**src/rtl/hscq_pkg.sv**
```systemverilog
// hscq_pkg: constants, register map and types of the fast input counter block
package hscq_pkg;

  ////////////////////////////////////////////////////////////////////////////////
  // geometry
  localparam int HQ_NCH = 4;
  localparam int HQ_CFG_W = 11;

  ////////////////////////////////////////////////////////////////////////////////
  // register byte offsets
  localparam logic [7:0] HQ_OFF_CFG0 = 8'h00;
  localparam logic [7:0] HQ_OFF_CPR0 = 8'h10;
  localparam logic [7:0] HQ_OFF_ACC0 = 8'h20;
  localparam logic [7:0] HQ_OFF_PRESET0 = 8'h30;
  localparam logic [7:0] HQ_OFF_PRESET1 = 8'h34;
  localparam logic [7:0] HQ_OFF_LADDER = 8'h38;
  localparam logic [7:0] HQ_OFF_OUTCFG = 8'h3c;
  localparam logic [7:0] HQ_OFF_STATUS = 8'h40;

  ////////////////////////////////////////////////////////////////////////////////
  // channel config and output config fields
  localparam int HQ_CFG_MODE_LSB = 0;
  localparam int HQ_CFG_EDGE_BIT = 3;
  localparam int HQ_CFG_SUB_LSB = 4;
  localparam int HQ_CFG_MARK_LSB = 6;
  localparam int HQ_CFG_DIR_BIT = 10;
  localparam int HQ_OCFG_PLAIN_LSB = 4;

  ////////////////////////////////////////////////////////////////////////////////
  // reset values
  localparam logic [HQ_CFG_W-1:0] HQ_CFG_RST = 11'h000;
  localparam logic [31:0] HQ_CPR_RST = 32'h0000_0000;
  localparam logic [31:0] HQ_PRESET_RST = 32'h0000_0000;
  localparam logic [5:0] HQ_OCFG_RST = 6'h00;

  ////////////////////////////////////////////////////////////////////////////////
  // timing
  localparam int HQ_CLK_NS = 10;
  localparam int HQ_TICK_NS = 1000;
  localparam int HQ_TICK_CYC = HQ_TICK_NS / HQ_CLK_NS;
  localparam int HQ_MIN_EDGE_US = 100;
  localparam int HQ_RST_LAT_US = 100;
  localparam int HQ_MARK_SAMPLE_US = 50;
  localparam int unsigned HQ_US_PER_S = 1000000;
  localparam int unsigned HQ_WIN0_US = 10000;
  localparam int unsigned HQ_WIN1_US = 100000;
  localparam int unsigned HQ_WIN2_US = 500000;
  localparam int unsigned HQ_WIN3_US = 1000000;

  ////////////////////////////////////////////////////////////////////////////////
  // types
  typedef enum logic [2:0] {HQ_OFF, HQ_FREQ, HQ_TOT, HQ_PULSE, HQ_QUAD, HQ_TOTRST, HQ_MARKER} hq_mode_e;
  typedef enum logic [1:0] {HQ_OUT_PLAIN, HQ_OUT_PWM, HQ_OUT_CMP} hq_osel_e;

  typedef struct packed {
    logic [2:0] sync;
    logic lvl;
    logic armed;
    logic [31:0] acc;
    logic [31:0] stamp;
    logic [31:0] wcnt;
    logic [31:0] ecnt;
  } hq_ch_s;

endpackage

```
**src/rtl/hscq_top.sv**
```systemverilog
// hscq_top: four fast input channels with frequency, totalize, pulse and quadrature modes
//
// What this block does
// RULE1: shared free-running 1 us time base
// RULE2: source keeps edges at least 100 us apart
// RULE3: frequency in hertz over four window choices
// RULE4: totalize counts rising or falling edges only
// RULE5: totalizer wraps to zero at cpr minus one
// RULE6: ladder clear bits hold totalizer at zero
// RULE7: channel 3/4 edge resets totalizer 1/2
// RULE8: hardware reset acts within 100 us
// RULE9: compare output high when accumulator reaches preset
// RULE10: preset changeable live; zero keeps output low
// RULE11: each function output: plain, pwm or compare
// RULE12: pulse width high or low in ticks
// RULE13: period measured from rising or falling edge
// RULE14: quadrature uses channel pairs 1/2 and 3/4
// RULE15: quadrature counts all four edges per cycle
// RULE16: direction setting chooses up or down
// RULE17: quadrature wraps at cpr, underflows to cpr-1
// RULE18: ladder bits clear or set quadrature counters
// RULE19: channel 3 marker only beside quadrature pair
// RULE20: async marker edge zeroes accumulator
// RULE21: sync marker needs phase edge and marker level
// RULE22: sync marker loads zero or cpr-1 by direction
// RULE23: marker sampled with the quadrature edge
// RULE24: four 32-bit accumulators, two 32-bit presets
// RULE25: accumulators wrap naturally without cpr
//
// The register addresses and the APB register port were chosen for this implementation.
`timescale 1ns/100ps
module hscq_top
  import hscq_pkg::*;
#(
  parameter int unsigned FREQ_WIN0_US = HQ_WIN0_US,
  parameter int unsigned FREQ_WIN1_US = HQ_WIN1_US,
  parameter int unsigned FREQ_WIN2_US = HQ_WIN2_US,
  parameter int unsigned FREQ_WIN3_US = HQ_WIN3_US
)
(
  // clock and reset
  input wire logic clk_i,
  input wire logic rst_i,
  // apb slave
  input wire logic psel_i,
  input wire logic penable_i,
  input wire logic pwrite_i,
  input wire logic [7:0] paddr_i,
  input wire logic [31:0] pwdata_i,
  output logic [31:0] prdata_o,
  output logic pready_o,
  output logic pslverr_o,
  // fast inputs and pwm sources
  input wire logic [HQ_NCH-1:0] fast_input_i,
  input wire logic pwm_a_i,
  input wire logic pwm_b_i,
  // function outputs
  output logic function_output_a_o,
  output logic function_output_b_o
);

  ////////////////////////////////////////////////////////////////////////////////
  // derived constants
  localparam int DIV_W = $clog2(HQ_TICK_CYC);
  localparam logic [DIV_W-1:0] DIV_LAST = DIV_W'(HQ_TICK_CYC - 1);
  localparam int unsigned MUL0 = HQ_US_PER_S / FREQ_WIN0_US;
  localparam int unsigned MUL1 = HQ_US_PER_S / FREQ_WIN1_US;
  localparam int unsigned MUL2 = HQ_US_PER_S / FREQ_WIN2_US;
  localparam int unsigned MUL3 = HQ_US_PER_S / FREQ_WIN3_US;

  typedef struct packed {
    logic [DIV_W-1:0] div;
    logic [31:0] now;
    hq_ch_s [HQ_NCH-1:0] ch;
    logic [HQ_NCH-1:0][HQ_CFG_W-1:0] cfg;
    logic [HQ_NCH-1:0][31:0] counts_per_revolution;
    logic [1:0][31:0] preset;
    logic [HQ_NCH-1:0] ladder;
    logic [5:0] ocfg;
    logic [1:0] hit;
    logic [1:0] fout;
    logic [31:0] prdata;
    logic pready;
    logic pslverr;
  } hq_state_s;

  hq_state_s state_r;
  hq_state_s state_nxt;

  ////////////////////////////////////////////////////////////////////////////////
  // helpers
  function automatic logic [31:0] cpr_top(input logic [31:0] counts_per_revolution);
    // zero cpr means full range, so the top is all ones
    cpr_top = (counts_per_revolution == 32'h0) ? 32'hffff_ffff : counts_per_revolution - 32'h1;
  endfunction

  function automatic logic [31:0] inc_wrap(input logic [31:0] acc, input logic [31:0] counts_per_revolution);
    inc_wrap = (counts_per_revolution != 32'h0 && acc >= counts_per_revolution - 32'h1) ? 32'h0 : acc + 32'h1;
  endfunction

  function automatic logic [31:0] dec_wrap(input logic [31:0] acc, input logic [31:0] counts_per_revolution);
    dec_wrap = (acc == 32'h0) ? cpr_top(counts_per_revolution) : acc - 32'h1;
  endfunction

  function automatic logic [31:0] win_last(input logic [1:0] sel);
    unique case (sel)
      2'h0: win_last = 32'(FREQ_WIN0_US - 1);
      2'h1: win_last = 32'(FREQ_WIN1_US - 1);
      2'h2: win_last = 32'(FREQ_WIN2_US - 1);
      2'h3: win_last = 32'(FREQ_WIN3_US - 1);
    endcase
  endfunction

  function automatic logic [31:0] freq_scale(input logic [31:0] cnt, input logic [1:0] sel);
    unique case (sel)
      2'h0: freq_scale = 32'(cnt * MUL0);
      2'h1: freq_scale = 32'(cnt * MUL1);
      2'h2: freq_scale = 32'(cnt * MUL2);
      2'h3: freq_scale = 32'(cnt * MUL3);
    endcase
  endfunction

  function automatic logic reg_mapped(input logic [7:0] addr);
    reg_mapped = (addr[1:0] == 2'h0) && (addr <= HQ_OFF_STATUS);
  endfunction

  function automatic hq_mode_e mode_of(input logic [HQ_CFG_W-1:0] cfg);
    mode_of = hq_mode_e'(cfg[HQ_CFG_MODE_LSB +: 3]);
  endfunction

  ////////////////////////////////////////////////////////////////////////////////
  // next state
  always_comb
  begin
    logic tick;
    logic [HQ_NCH-1:0] lvl;
    logic [HQ_NCH-1:0] rise;
    logic [HQ_NCH-1:0] fall;
    logic [HQ_NCH-1:0] tedge;
    logic [1:0] sub;
    logic a_lvl;
    logic b_lvl;
    logic up;
    logic dn;
    logic mev;
    logic ph_r;
    logic ph_f;
    logic [3:0] mk;
    logic [31:0] rd;
    tick = 1'b0;
    lvl = '0;
    rise = '0;
    fall = '0;
    tedge = '0;
    sub = 2'h0;
    a_lvl = 1'b0;
    b_lvl = 1'b0;
    up = 1'b0;
    dn = 1'b0;
    mev = 1'b0;
    ph_r = 1'b0;
    ph_f = 1'b0;
    mk = 4'h0;
    rd = 32'h0;
    state_nxt = state_r;

    // one microsecond tick, shared by every channel [RULE1]
    if (state_r.div == DIV_LAST)
    begin
      state_nxt.div = '0;
      tick = 1'b1;
      state_nxt.now = state_r.now + 32'h1;
    end
    else
    begin
      state_nxt.div = state_r.div + DIV_W'(1);
    end

    // three-stage sync; a level counts once stages two and three agree
    for (int i = 0; i < HQ_NCH; i++)
    begin
      state_nxt.ch[i].sync = {state_r.ch[i].sync[1:0], fast_input_i[i]};
      lvl[i] = (state_r.ch[i].sync[1] == state_r.ch[i].sync[2]) ? state_r.ch[i].sync[2] : state_r.ch[i].lvl;
      state_nxt.ch[i].lvl = lvl[i];
      rise[i] = lvl[i] & ~state_r.ch[i].lvl;
      fall[i] = ~lvl[i] & state_r.ch[i].lvl;
      tedge[i] = state_r.cfg[i][HQ_CFG_EDGE_BIT] ? fall[i] : rise[i];
    end

    // per channel measurement
    for (int i = 0; i < HQ_NCH; i++)
    begin
      sub = state_r.cfg[i][HQ_CFG_SUB_LSB +: 2];
      unique case (mode_of(state_r.cfg[i]))
        HQ_FREQ:
        begin
          // rising edges over a whole window, scaled to hertz [RULE3]
          if (tick && state_r.ch[i].wcnt >= win_last(sub))
          begin
            state_nxt.ch[i].acc = freq_scale(state_r.ch[i].ecnt + 32'(rise[i]), sub);
            state_nxt.ch[i].ecnt = 32'h0;
            state_nxt.ch[i].wcnt = 32'h0;
          end
          else
          begin
            state_nxt.ch[i].ecnt = state_r.ch[i].ecnt + 32'(rise[i]);
            if (tick)
            begin
              state_nxt.ch[i].wcnt = state_r.ch[i].wcnt + 32'h1;
            end
          end
        end
        HQ_TOT:
        begin
          if (tedge[i]) // [RULE4]
          begin
            state_nxt.ch[i].acc = inc_wrap(state_r.ch[i].acc, state_r.counts_per_revolution[i]); // [RULE5] [RULE25]
          end
        end
        HQ_PULSE:
        begin
          // widths and periods count the shared tick; first result waits for an armed start
          unique case (sub)
            2'h0, 2'h1:
            begin
              if (sub == 2'h0 ? rise[i] : fall[i])
              begin
                state_nxt.ch[i].stamp = state_r.now;
                state_nxt.ch[i].armed = 1'b1;
              end
              else if ((sub == 2'h0 ? fall[i] : rise[i]) && state_r.ch[i].armed)
              begin
                state_nxt.ch[i].acc = state_r.now - state_r.ch[i].stamp; // [RULE12]
              end
            end
            2'h2, 2'h3:
            begin
              if (sub == 2'h2 ? rise[i] : fall[i])
              begin
                if (state_r.ch[i].armed)
                begin
                  state_nxt.ch[i].acc = state_r.now - state_r.ch[i].stamp; // [RULE13]
                end
                state_nxt.ch[i].stamp = state_r.now;
                state_nxt.ch[i].armed = 1'b1;
              end
            end
          endcase
        end
        default:
        begin
          state_nxt.ch[i].armed = 1'b0;
        end
      endcase

      // ladder clear is level sensitive [RULE6]
      if (mode_of(state_r.cfg[i]) == HQ_TOT && state_r.ladder[i])
      begin
        state_nxt.ch[i].acc = 32'h0;
      end
    end

    // hardware reset from channel 3/4, only onto a configured totalizer; acts next edge [RULE7] [RULE8]
    for (int i = 0; i < 2; i++)
    begin
      if (mode_of(state_r.cfg[i]) == HQ_TOT && mode_of(state_r.cfg[i + 2]) == HQ_TOTRST && tedge[i + 2])
      begin
        state_nxt.ch[i].acc = 32'h0;
      end
    end

    // quadrature on pairs 1/2 and 3/4 only [RULE14]
    for (int q = 0; q < 2; q++)
    begin
      if (mode_of(state_r.cfg[2 * q]) == HQ_QUAD)
      begin
        a_lvl = lvl[2 * q];
        b_lvl = lvl[2 * q + 1];
        up = (rise[2 * q] & ~b_lvl) | (rise[2 * q + 1] & a_lvl) | (fall[2 * q] & b_lvl)
          | (fall[2 * q + 1] & ~a_lvl); // [RULE15]
        dn = (rise[2 * q] & b_lvl) | (rise[2 * q + 1] & ~a_lvl) | (fall[2 * q] & ~b_lvl)
          | (fall[2 * q + 1] & a_lvl);
        if (state_r.cfg[2 * q][HQ_CFG_DIR_BIT]) // [RULE16]
        begin
          {up, dn} = {dn, up};
        end
        // both phases moving in one cycle is a lost step, so no count
        if (up && !dn)
        begin
          state_nxt.ch[2 * q].acc = inc_wrap(state_r.ch[2 * q].acc, state_r.counts_per_revolution[2 * q]); // [RULE17]
        end
        else if (dn && !up)
        begin
          state_nxt.ch[2 * q].acc = dec_wrap(state_r.ch[2 * q].acc, state_r.counts_per_revolution[2 * q]); // [RULE17]
        end

        // marker only beside the first pair [RULE19]
        if (q == 0 && mode_of(state_r.cfg[2]) == HQ_MARKER)
        begin
          mk = state_r.cfg[2][HQ_CFG_MARK_LSB +: 4];
          if (!mk[3])
          begin
            unique case (mk[1:0])
              2'h0: mev = rise[2];
              2'h1: mev = fall[2];
              default: mev = rise[2] | fall[2];
            endcase
            if (mev)
            begin
              state_nxt.ch[0].acc = 32'h0; // [RULE20]
            end
          end
          else
          begin
            ph_r = mk[1] ? rise[1] : rise[0];
            ph_f = mk[1] ? fall[1] : fall[0];
            // marker level taken in the same cycle as the phase edge [RULE23]
            if ((ph_r | ph_f) && (lvl[2] != mk[2])) // [RULE21]
            begin
              state_nxt.ch[0].acc = (ph_r ^ mk[0]) ? 32'h0 : cpr_top(state_r.counts_per_revolution[0]); // [RULE22]
            end
          end
        end

        // ladder clear beats ladder set, both beat counting [RULE18]
        if (state_r.ladder[2 * q])
        begin
          state_nxt.ch[2 * q].acc = 32'h0;
        end
        else if (state_r.ladder[2 * q + 1])
        begin
          state_nxt.ch[2 * q].acc = cpr_top(state_r.counts_per_revolution[2 * q]);
        end
      end
    end

    // compare and function outputs [RULE11]
    for (int j = 0; j < 2; j++)
    begin
      state_nxt.hit[j] = mode_of(state_r.cfg[j]) == HQ_TOT && state_r.preset[j] != 32'h0
        && state_nxt.ch[j].acc >= state_r.preset[j]; // [RULE9] [RULE10]
      unique case (hq_osel_e'(state_r.ocfg[2 * j +: 2]))
        HQ_OUT_PLAIN: state_nxt.fout[j] = state_r.ocfg[HQ_OCFG_PLAIN_LSB + j];
        HQ_OUT_PWM: state_nxt.fout[j] = (j == 0) ? pwm_a_i : pwm_b_i;
        HQ_OUT_CMP: state_nxt.fout[j] = state_nxt.hit[j];
        default: state_nxt.fout[j] = 1'b0;
      endcase
    end

    // apb: one wait state, answer registered
    state_nxt.pready = 1'b0;
    state_nxt.pslverr = 1'b0;
    if (psel_i && penable_i && !state_r.pready)
    begin
      unique case (paddr_i[7:4])
        4'h0: rd = 32'(state_r.cfg[paddr_i[3:2]]);
        4'h1: rd = state_r.counts_per_revolution[paddr_i[3:2]];
        4'h2: rd = state_r.ch[paddr_i[3:2]].acc; // [RULE24]
        4'h3:
        begin
          unique case (paddr_i[3:2])
            2'h0: rd = state_r.preset[0];
            2'h1: rd = state_r.preset[1];
            2'h2: rd = 32'(state_r.ladder);
            2'h3: rd = 32'(state_r.ocfg);
          endcase
        end
        4'h4: rd = 32'({state_r.fout, state_r.hit, lvl});
        default: rd = 32'h0;
      endcase
      state_nxt.pready = 1'b1;
      state_nxt.pslverr = !reg_mapped(paddr_i);
      // read data stands until the next read answer, so writes leave it alone
      if (!pwrite_i)
      begin
        state_nxt.prdata = reg_mapped(paddr_i) ? rd : 32'h0;
      end
    end
    // writes land on the edge that completes the access; presets may change live [RULE10]
    if (psel_i && penable_i && state_r.pready && pwrite_i && reg_mapped(paddr_i))
    begin
      unique case (paddr_i[7:4])
        4'h0: state_nxt.cfg[paddr_i[3:2]] = pwdata_i[HQ_CFG_W-1:0];
        4'h1: state_nxt.counts_per_revolution[paddr_i[3:2]] = pwdata_i;
        4'h3:
        begin
          unique case (paddr_i[3:2])
            2'h0: state_nxt.preset[0] = pwdata_i;
            2'h1: state_nxt.preset[1] = pwdata_i;
            2'h2: state_nxt.ladder = pwdata_i[HQ_NCH-1:0];
            2'h3: state_nxt.ocfg = pwdata_i[5:0];
          endcase
        end
        default:
        begin
          // accumulators and status are read only
        end
      endcase
    end
  end

  ////////////////////////////////////////////////////////////////////////////////
  // state register
  always_ff @(posedge clk_i or posedge rst_i)
  begin
    if (rst_i)
    begin
      state_r <= '0;
      for (int i = 0; i < HQ_NCH; i++)
      begin
        state_r.cfg[i] <= HQ_CFG_RST;
        state_r.counts_per_revolution[i] <= HQ_CPR_RST;
      end
      state_r.preset[0] <= HQ_PRESET_RST;
      state_r.preset[1] <= HQ_PRESET_RST;
      state_r.ocfg <= HQ_OCFG_RST;
    end
    else
    begin
      state_r <= state_nxt;
    end
  end

  assign prdata_o = state_r.prdata;
  assign pready_o = state_r.pready;
  assign pslverr_o = state_r.pslverr;
  assign function_output_a_o = state_r.fout[0];
  assign function_output_b_o = state_r.fout[1];

endmodule // hscq_top

```
**config.mk**
```make
export PLATFORM = sky130hd
export DESIGN_NAME = hscq_top
export DESIGN_NICKNAME = d
export VERILOG_FILES = /design/src/rtl/hscq_pkg.sv /design/src/rtl/hscq_top.sv
export SDC_FILE = /design/constraint.sdc
export NUM_CORES = 2
export LEC_CHECK = 0
export ABC_AREA = 1
export ABC_CLOCK_PERIOD_IN_PS = 66400
export BUFFER_PORTS_ARGS = -buffer_cell sky130_fd_sc_hd__clkbuf_2
export CAP_MARGIN = 20
export CELL_PAD_IN_SITES_DETAIL_PLACEMENT = 1
export CELL_PAD_IN_SITES_GLOBAL_PLACEMENT = 1
export CORE_ASPECT_RATIO = 0.9
export CORE_UTILIZATION = 40
export CTS_BUF_LIST = sky130_fd_sc_hd__clkbuf_8
export DETAILED_ROUTE_END_ITERATION = 7
export PLACE_DENSITY_LB_ADDON = 0.1
export SLEW_MARGIN = 20
export SYNTH_ARGS = -nofsm -noshare
export SYNTH_HDL_FRONTEND = slang
export SYNTH_SLANG_ARGS = --single-unit
```
**constraint.sdc**
```tcl
create_clock -name clk_i -period 66.4 [get_ports clk_i]
set_clock_uncertainty 0.05 [all_clocks]
set_input_delay 3.32 -clock clk_i [delete_from_list [all_inputs] [get_ports clk_i]]
set_output_delay 3.32 -clock clk_i [all_outputs]
set_load 0.01 [all_outputs]
```
### Word level (Yosys, flattened, before mapping)

Index checks and enable logic that the tools add are counted.

| operators by class | value |
|---|---|
| $add $sub $neg | 24 |
| multiply operators | 8 |
| $lt $le $gt $ge | 13 |
| eq/ne operators | 69 |
| muxes and demuxes | 147 |
| bitwise operators | 52 |
| reduce and logical (&&, ||, !) cells | 99 |

Operator list:

| cell | count |
|---|---|
| two-way mux 32 bit | 64 |
| one-hot mux 32 bit (4 select lines) | 9 |
| one-hot mux 65 bit (2 select lines) | 4 |
| one-hot mux 32 bit (3 select lines) | 4 |
| greater-or-equal comparator 32 bit | 10 |
| adder 32 x 1 -> 32 bit (second input constant) | 9 |
| binary-select mux 133 bit (select 2 bit) | 1 |
| two-way mux 65 bit | 4 |
| two-way mux 64 bit | 4 |
| nonzero test 32 bit | 6 |
| subtractor 32 x 1 -> 32 bit (second input constant) | 6 |
| one-hot mux 32 bit (5 select lines) | 1 |
| adder 32 x 1 -> 32 bit | 4 |
| bitwise mux 128 bit | 1 |
| logical NOT 32 bit | 4 |
| multiplier 32 x 3 -> 31 bit (second input constant) | 4 |
| multiplier 32 x 5 -> 30 bit (second input constant) | 4 |
| two-way mux 128 bit | 1 |
| subtractor 32 bit | 4 |
| binary-select mux 32 bit (select 2 bit) | 1 |
| demux 32 bit (select 2 bit) | 1 |
| bitwise mux 44 bit | 1 |
| two-way mux 1 bit | 38 |
| logical AND 1 bit | 36 |
| 39 further kinds | 191 |

| word-level totals | value |
|---|---|
| flip-flop bits (word level) | 855 |
| input port bits | 51 |

### Depth between registers and ports, before layout

| depth | value |
|---|---|
| depth after elaboration | 23 |
| depth in mapped cells | 52 |

### Least setup slack after synthesis

Ideal clock, no wire load.

| path | value |
|---|---|
| kind | register to register |
| start point | register state_r[546] (netlist bit) |
| end point | register state_r, in the netlist function_output_b_o |
| library setup time | 0.124 ns |
| data arrival time | 6.255 ns |
| data required time | 66.226 ns |
| path slack | 59.972 ns |
| cell stages (with the launch flop) | 40 |
| cell sequence | dfrtp_1 a21o_1 o21ai_2 nor2_4 ha_1 ha_1 nand3_2 nor2_1 inv_1 nor2_4 nand2_1 nor2_1 xor2_1 ha_1 ha_1 inv_1 fa_1 inv_1 [... 4 more ...] or3b_2 nand2_1 nand2_1 a31oi_1 nand2_1 nand2_1 nand3_1 nor2_1 nor2_1 ha_1 a21oi_1 o21a_1 nor2_1 a2111oi_0 a21boi_0 o221ai_1 nand2_1 o21bai_1 |

RTL lines:

| element | line | RTL |
|---|---|---|
| from (decl) | hscq_top.sv:87 | `hq_state_s state_r;` |
| from (signal assigned) | hscq_top.sv:420 | `state_r <= state_nxt;` |

==> results.toml <==
[placement]
place.gp.congestion = 1.06
io_buffers = 86
placedCellCount = 17100
dp_hpwl_mm = 384

[detailed_routing]
drt_pre_antenna_iters = 6
ant_nets = 0
wl_mm = 482
drc = 0
dr.first_iter.drc_count = 12100
num_vias = 106000
post_drt_wl_per_cell_um = 27.7
avgViaCountPerCell = 6.07

[synth]
synth_area_sq_um = 92600
syn_nets = 15300
synth.distinct_cells = 73
ys_warn_count = 0
synth_enable_flop_cells = 0
syn_inst = 14300
seq_area_frac_synth = 0.231
synthArstFlopShare = 1.00
ys_seq_elements = 855
syn_avg_cell_area_sq_um = 6.50
ys.flop_type = "dfrtp_1"

[worst_setup_path]
worstPathArrival_ns = 9.65
worst_path_largest_cell_delay_ns = 0.51
path_max_fanout = 7
worstPathRequired_ns = 67.14
crit_type = "reg2reg"
endpoint_kind = "flip-flop"
cp_common_cell = "nand2_1"
cp_slowest_cell = "nor2_1"
cp-start-kind = "flip-flop"
reg2reg_depth = 40

[power]
p_per_area_nw_per_um2 = 14.0
swShare = 0.339
comb_power_share = 0.170
p_seq_frac = 0.385
intPower_mw = 0.929
ir_worst_vdd_mv = 0.0152
switchingPower_mw = 0.476
p_leak_nw = 51.9
clkPwrFrac = 0.445

[final_layout]
regArea_sq_um = 21400
stdcell_count = 17400
final_nets = 15300
drive_above_1_share = 0.0539
multiInputGateArea_sq_um = 61700
nFillCells = 30400
syn2layout_area_growth_pct = 8.36

[grt]
grt_pass1_wl_mm = 704
antenna_found_initial = 49
grt_max_degree = 117
grt_overflow_total = 0
track_usage = 0.404
grt_pass1_vias = 104000

[sta]
hold_viol_final = 0
max_freq_mhz = 112
drv_slew = 0
slew_headroom = 0.112
period_share = 0.134
period_needed_ns = 8.91
tns_ns = 0
finalSetupViolCount = 0
rsz0062_at_grt = "false"
worst_slew_pin_slew_ns = 1.32

[clocking]
cts_resized = 0
clkSlewWorstSetupHoldPaths_ns = 0.07
cts_setup_buffers = 0
postCtsHoldBufs = 0
clock_path_buffers = 4
root_buffer = "clkbuf_8"
htreeDepth = 4
numCtsBuffers = 176
clock_latency_ns = 0.99
cts.sinks = 855
cts_tree = "built"

[status]
status = "finished clean"

[floorplan]
die_y_um = 459
chipWidth_um = 509
ios = 87
core_area_sq_um = 230000
fp.dieArea_sq_um = 234000
initial_core_util = 0.403
rows = 167

[run]
maxCapViolCount = 0

[min_path]
holdPathStages = 0
hold_class = "reg2reg"
[worst max-delay path: cells and delay by family, from the launching register on]
| kind | cells | cell delay, ns |
|---|---|---|
| AOI/OAI and AO/OA | 8 | 1.29 |
| buffers and inverters | 4 | 0.53 |
| DFF | 1 | 0.49 |
| and+or+nand+nor | 22 | 4.30 |
| adders and majority gates | 6 | 2.05 |
[final cells by class]
type | count | area share
Clock inverter | 85 | 0.00629
Inverter | 2042 | 0.0764
Multi-Input combinational cell | 10900 | 0.615
Timing Repair Buffer | 290 | 0.0200
Sequential cell | 855 | 0.213
Tap cell | 3042 | 0.0379
Antenna cell | 21 | 0.000524
Clock buffer | 226 | 0.0310
[power groups by stage]
stage	Clock [mW]	Combinational, mW	Sequential (mW)
3_3_place_gp	0	0.225	0.549
3_5_place_dp	0	0.230	0.549
5_1_grt	0.651	0.258	0.540
6_report	0.625	0.239	0.541
2_1_floorplan	0	0.150	0.540
4_1_cts	0.631	0.231	0.539
[cells by family after synthesis]
logic type,Yosys count,synth area share
XOR/XNOR,423,0.0401
adder cells (fa/ha/maj),1042,0.149
AO/OA/AOI/OAI,3028,0.181
buffers and inverters,2543,0.105
flip-flops,855,0.231
AND/OR/NAND/NOR,6360,0.294
[worst paths after layout]
path / startpoint / end / slack (ns)
max: state_r[546]$_DFF_PP0_ / function_output_b_o$_DFF_PP0_ / 57.49
min: state_nxt[815]$_DFF_PP0_ / state_r[815]$_DFF_PP0_ / 0.34
max reg2reg: state_r[546]$_DFF_PP0_ / function_output_b_o$_DFF_PP0_ / 57.49
min reg2reg: state_nxt[815]$_DFF_PP0_ / state_r[815]$_DFF_PP0_ / 0.34
max in group asynchronous: rst_i / state_r[137]$_DFFE_PP0P_ / 59.97
min in group asynchronous: rst_i / state_r[687]$_DFFE_PP0P_ / 2.36
[cells in the mapped netlist, types with 13 or more instances]
cell	number	area [sq um]
nor3b_1	25	188
xor2_1	354	3100
nor2_2	23	144
inv_2	21	78.8
a21oi_1	1010	5050
nand2_1	3500	13100
fa_1	104	2080
a221oi_1	22	193
a21boi_0	17	128
nor4_1	101	632
a31oi_1	56	350
nand3_1	926	4630
xnor2_1	68	596
o21ai_0	1292	6470
o22ai_1	214	1340
buf_1	39	146
ha_1	938	11700
clkinv_1	37	139
clkbuf_1	383	1440
nand3b_1	51	383
o21a_1	21	158
o221ai_1	34	298
inv_1	1984	7450
nor3_1	267	1340
a211oi_1	26	195
a21o_1	35	263
dfrtp_1	855	21400
o31ai_1	13	97.6
buf_2	38	190
nor2_4	15	169
o21bai_1	46	345
buf_4	35	263
a22oi_1	72	541
or2_2	65	407
o211ai_1	89	668
nand4_1	247	1550
o2111ai_1	20	175
o21ai_1	17	85.1
nor2_1	1081	4060
[state kept, by name, summed over array words and instances (netlist names)]
signal	flops
state_r	811
prdata_o	32
state_nxt	8
function_output_a_o	1
function_output_b_o	1
pready_o	1
pslverr_o	1
[through the flow]
step	instance area, sq um	worst slack, ns	hold WS, ns	power [mW]	utilization
floorplan	92600	39.01	0.281	0.690	-
global placement	96500	58.15	0.313	0.773	0.419
detailed placement	96500	58.00	0.333	0.778	0.419
CTS	100000	57.90	0.340	1.40	0.436
global route	100000	57.08	0.349	1.45	0.436
finish	100000	57.49	0.340	1.40	0.436
[routing by layer]
layer	share of wire	wire (um)	GRT usage
met1	0.45	217000	0.584
met2	0.39	188000	0.554
met3	0.12	56900	0.126
met4	0.039	19000	0.143
met5	0.0013	644	0.00684
[cells in the final DEF, fill, tap and decap left out, types with 21 or more instances in the layout]
| cell | Yosys | layout |
|---|---|---|
| nand2_1 | 3500 | 3491 |
| inv_1 | 1984 | 2022 |
| o21ai_0 | 1292 | 1292 |
| nor2_1 | 1081 | 1072 |
| a21oi_1 | 1010 | 1008 |
| ha_1 | 938 | 937 |
| nand3_1 | 926 | 925 |
| dfrtp_1 | 855 | 855 |
| xor2_1 | 354 | 352 |
| nor3_1 | 267 | 263 |
| nand4_1 | 247 | 247 |
| clkbuf_8 | 0 | 226 |
| o22ai_1 | 214 | 214 |
| buf_4 | 35 | 200 |
| fa_1 | 104 | 104 |
| nor4_1 | 101 | 97 |
| o211ai_1 | 89 | 89 |
| clkbuf_2 | 1 | 86 |
| a22oi_1 | 72 | 72 |
| xnor2_1 | 68 | 67 |
| or2_2 | 65 | 65 |
| a31oi_1 | 56 | 56 |
| nand3b_1 | 51 | 51 |
| o21bai_1 | 46 | 46 |
| clkinv_1 | 37 | 38 |
| a21o_1 | 35 | 35 |
| o221ai_1 | 34 | 34 |
| nor2_2 | 23 | 27 |
| a211oi_1 | 26 | 25 |
| nor3b_1 | 25 | 25 |
| clkinv_2 | 0 | 24 |
| inv_2 | 21 | 22 |
| a221oi_1 | 22 | 22 |
| diode_2 | 0 | 21 |
| o21a_1 | 21 | 21 |
Note: power is estimated with default switching activity, not from simulation.
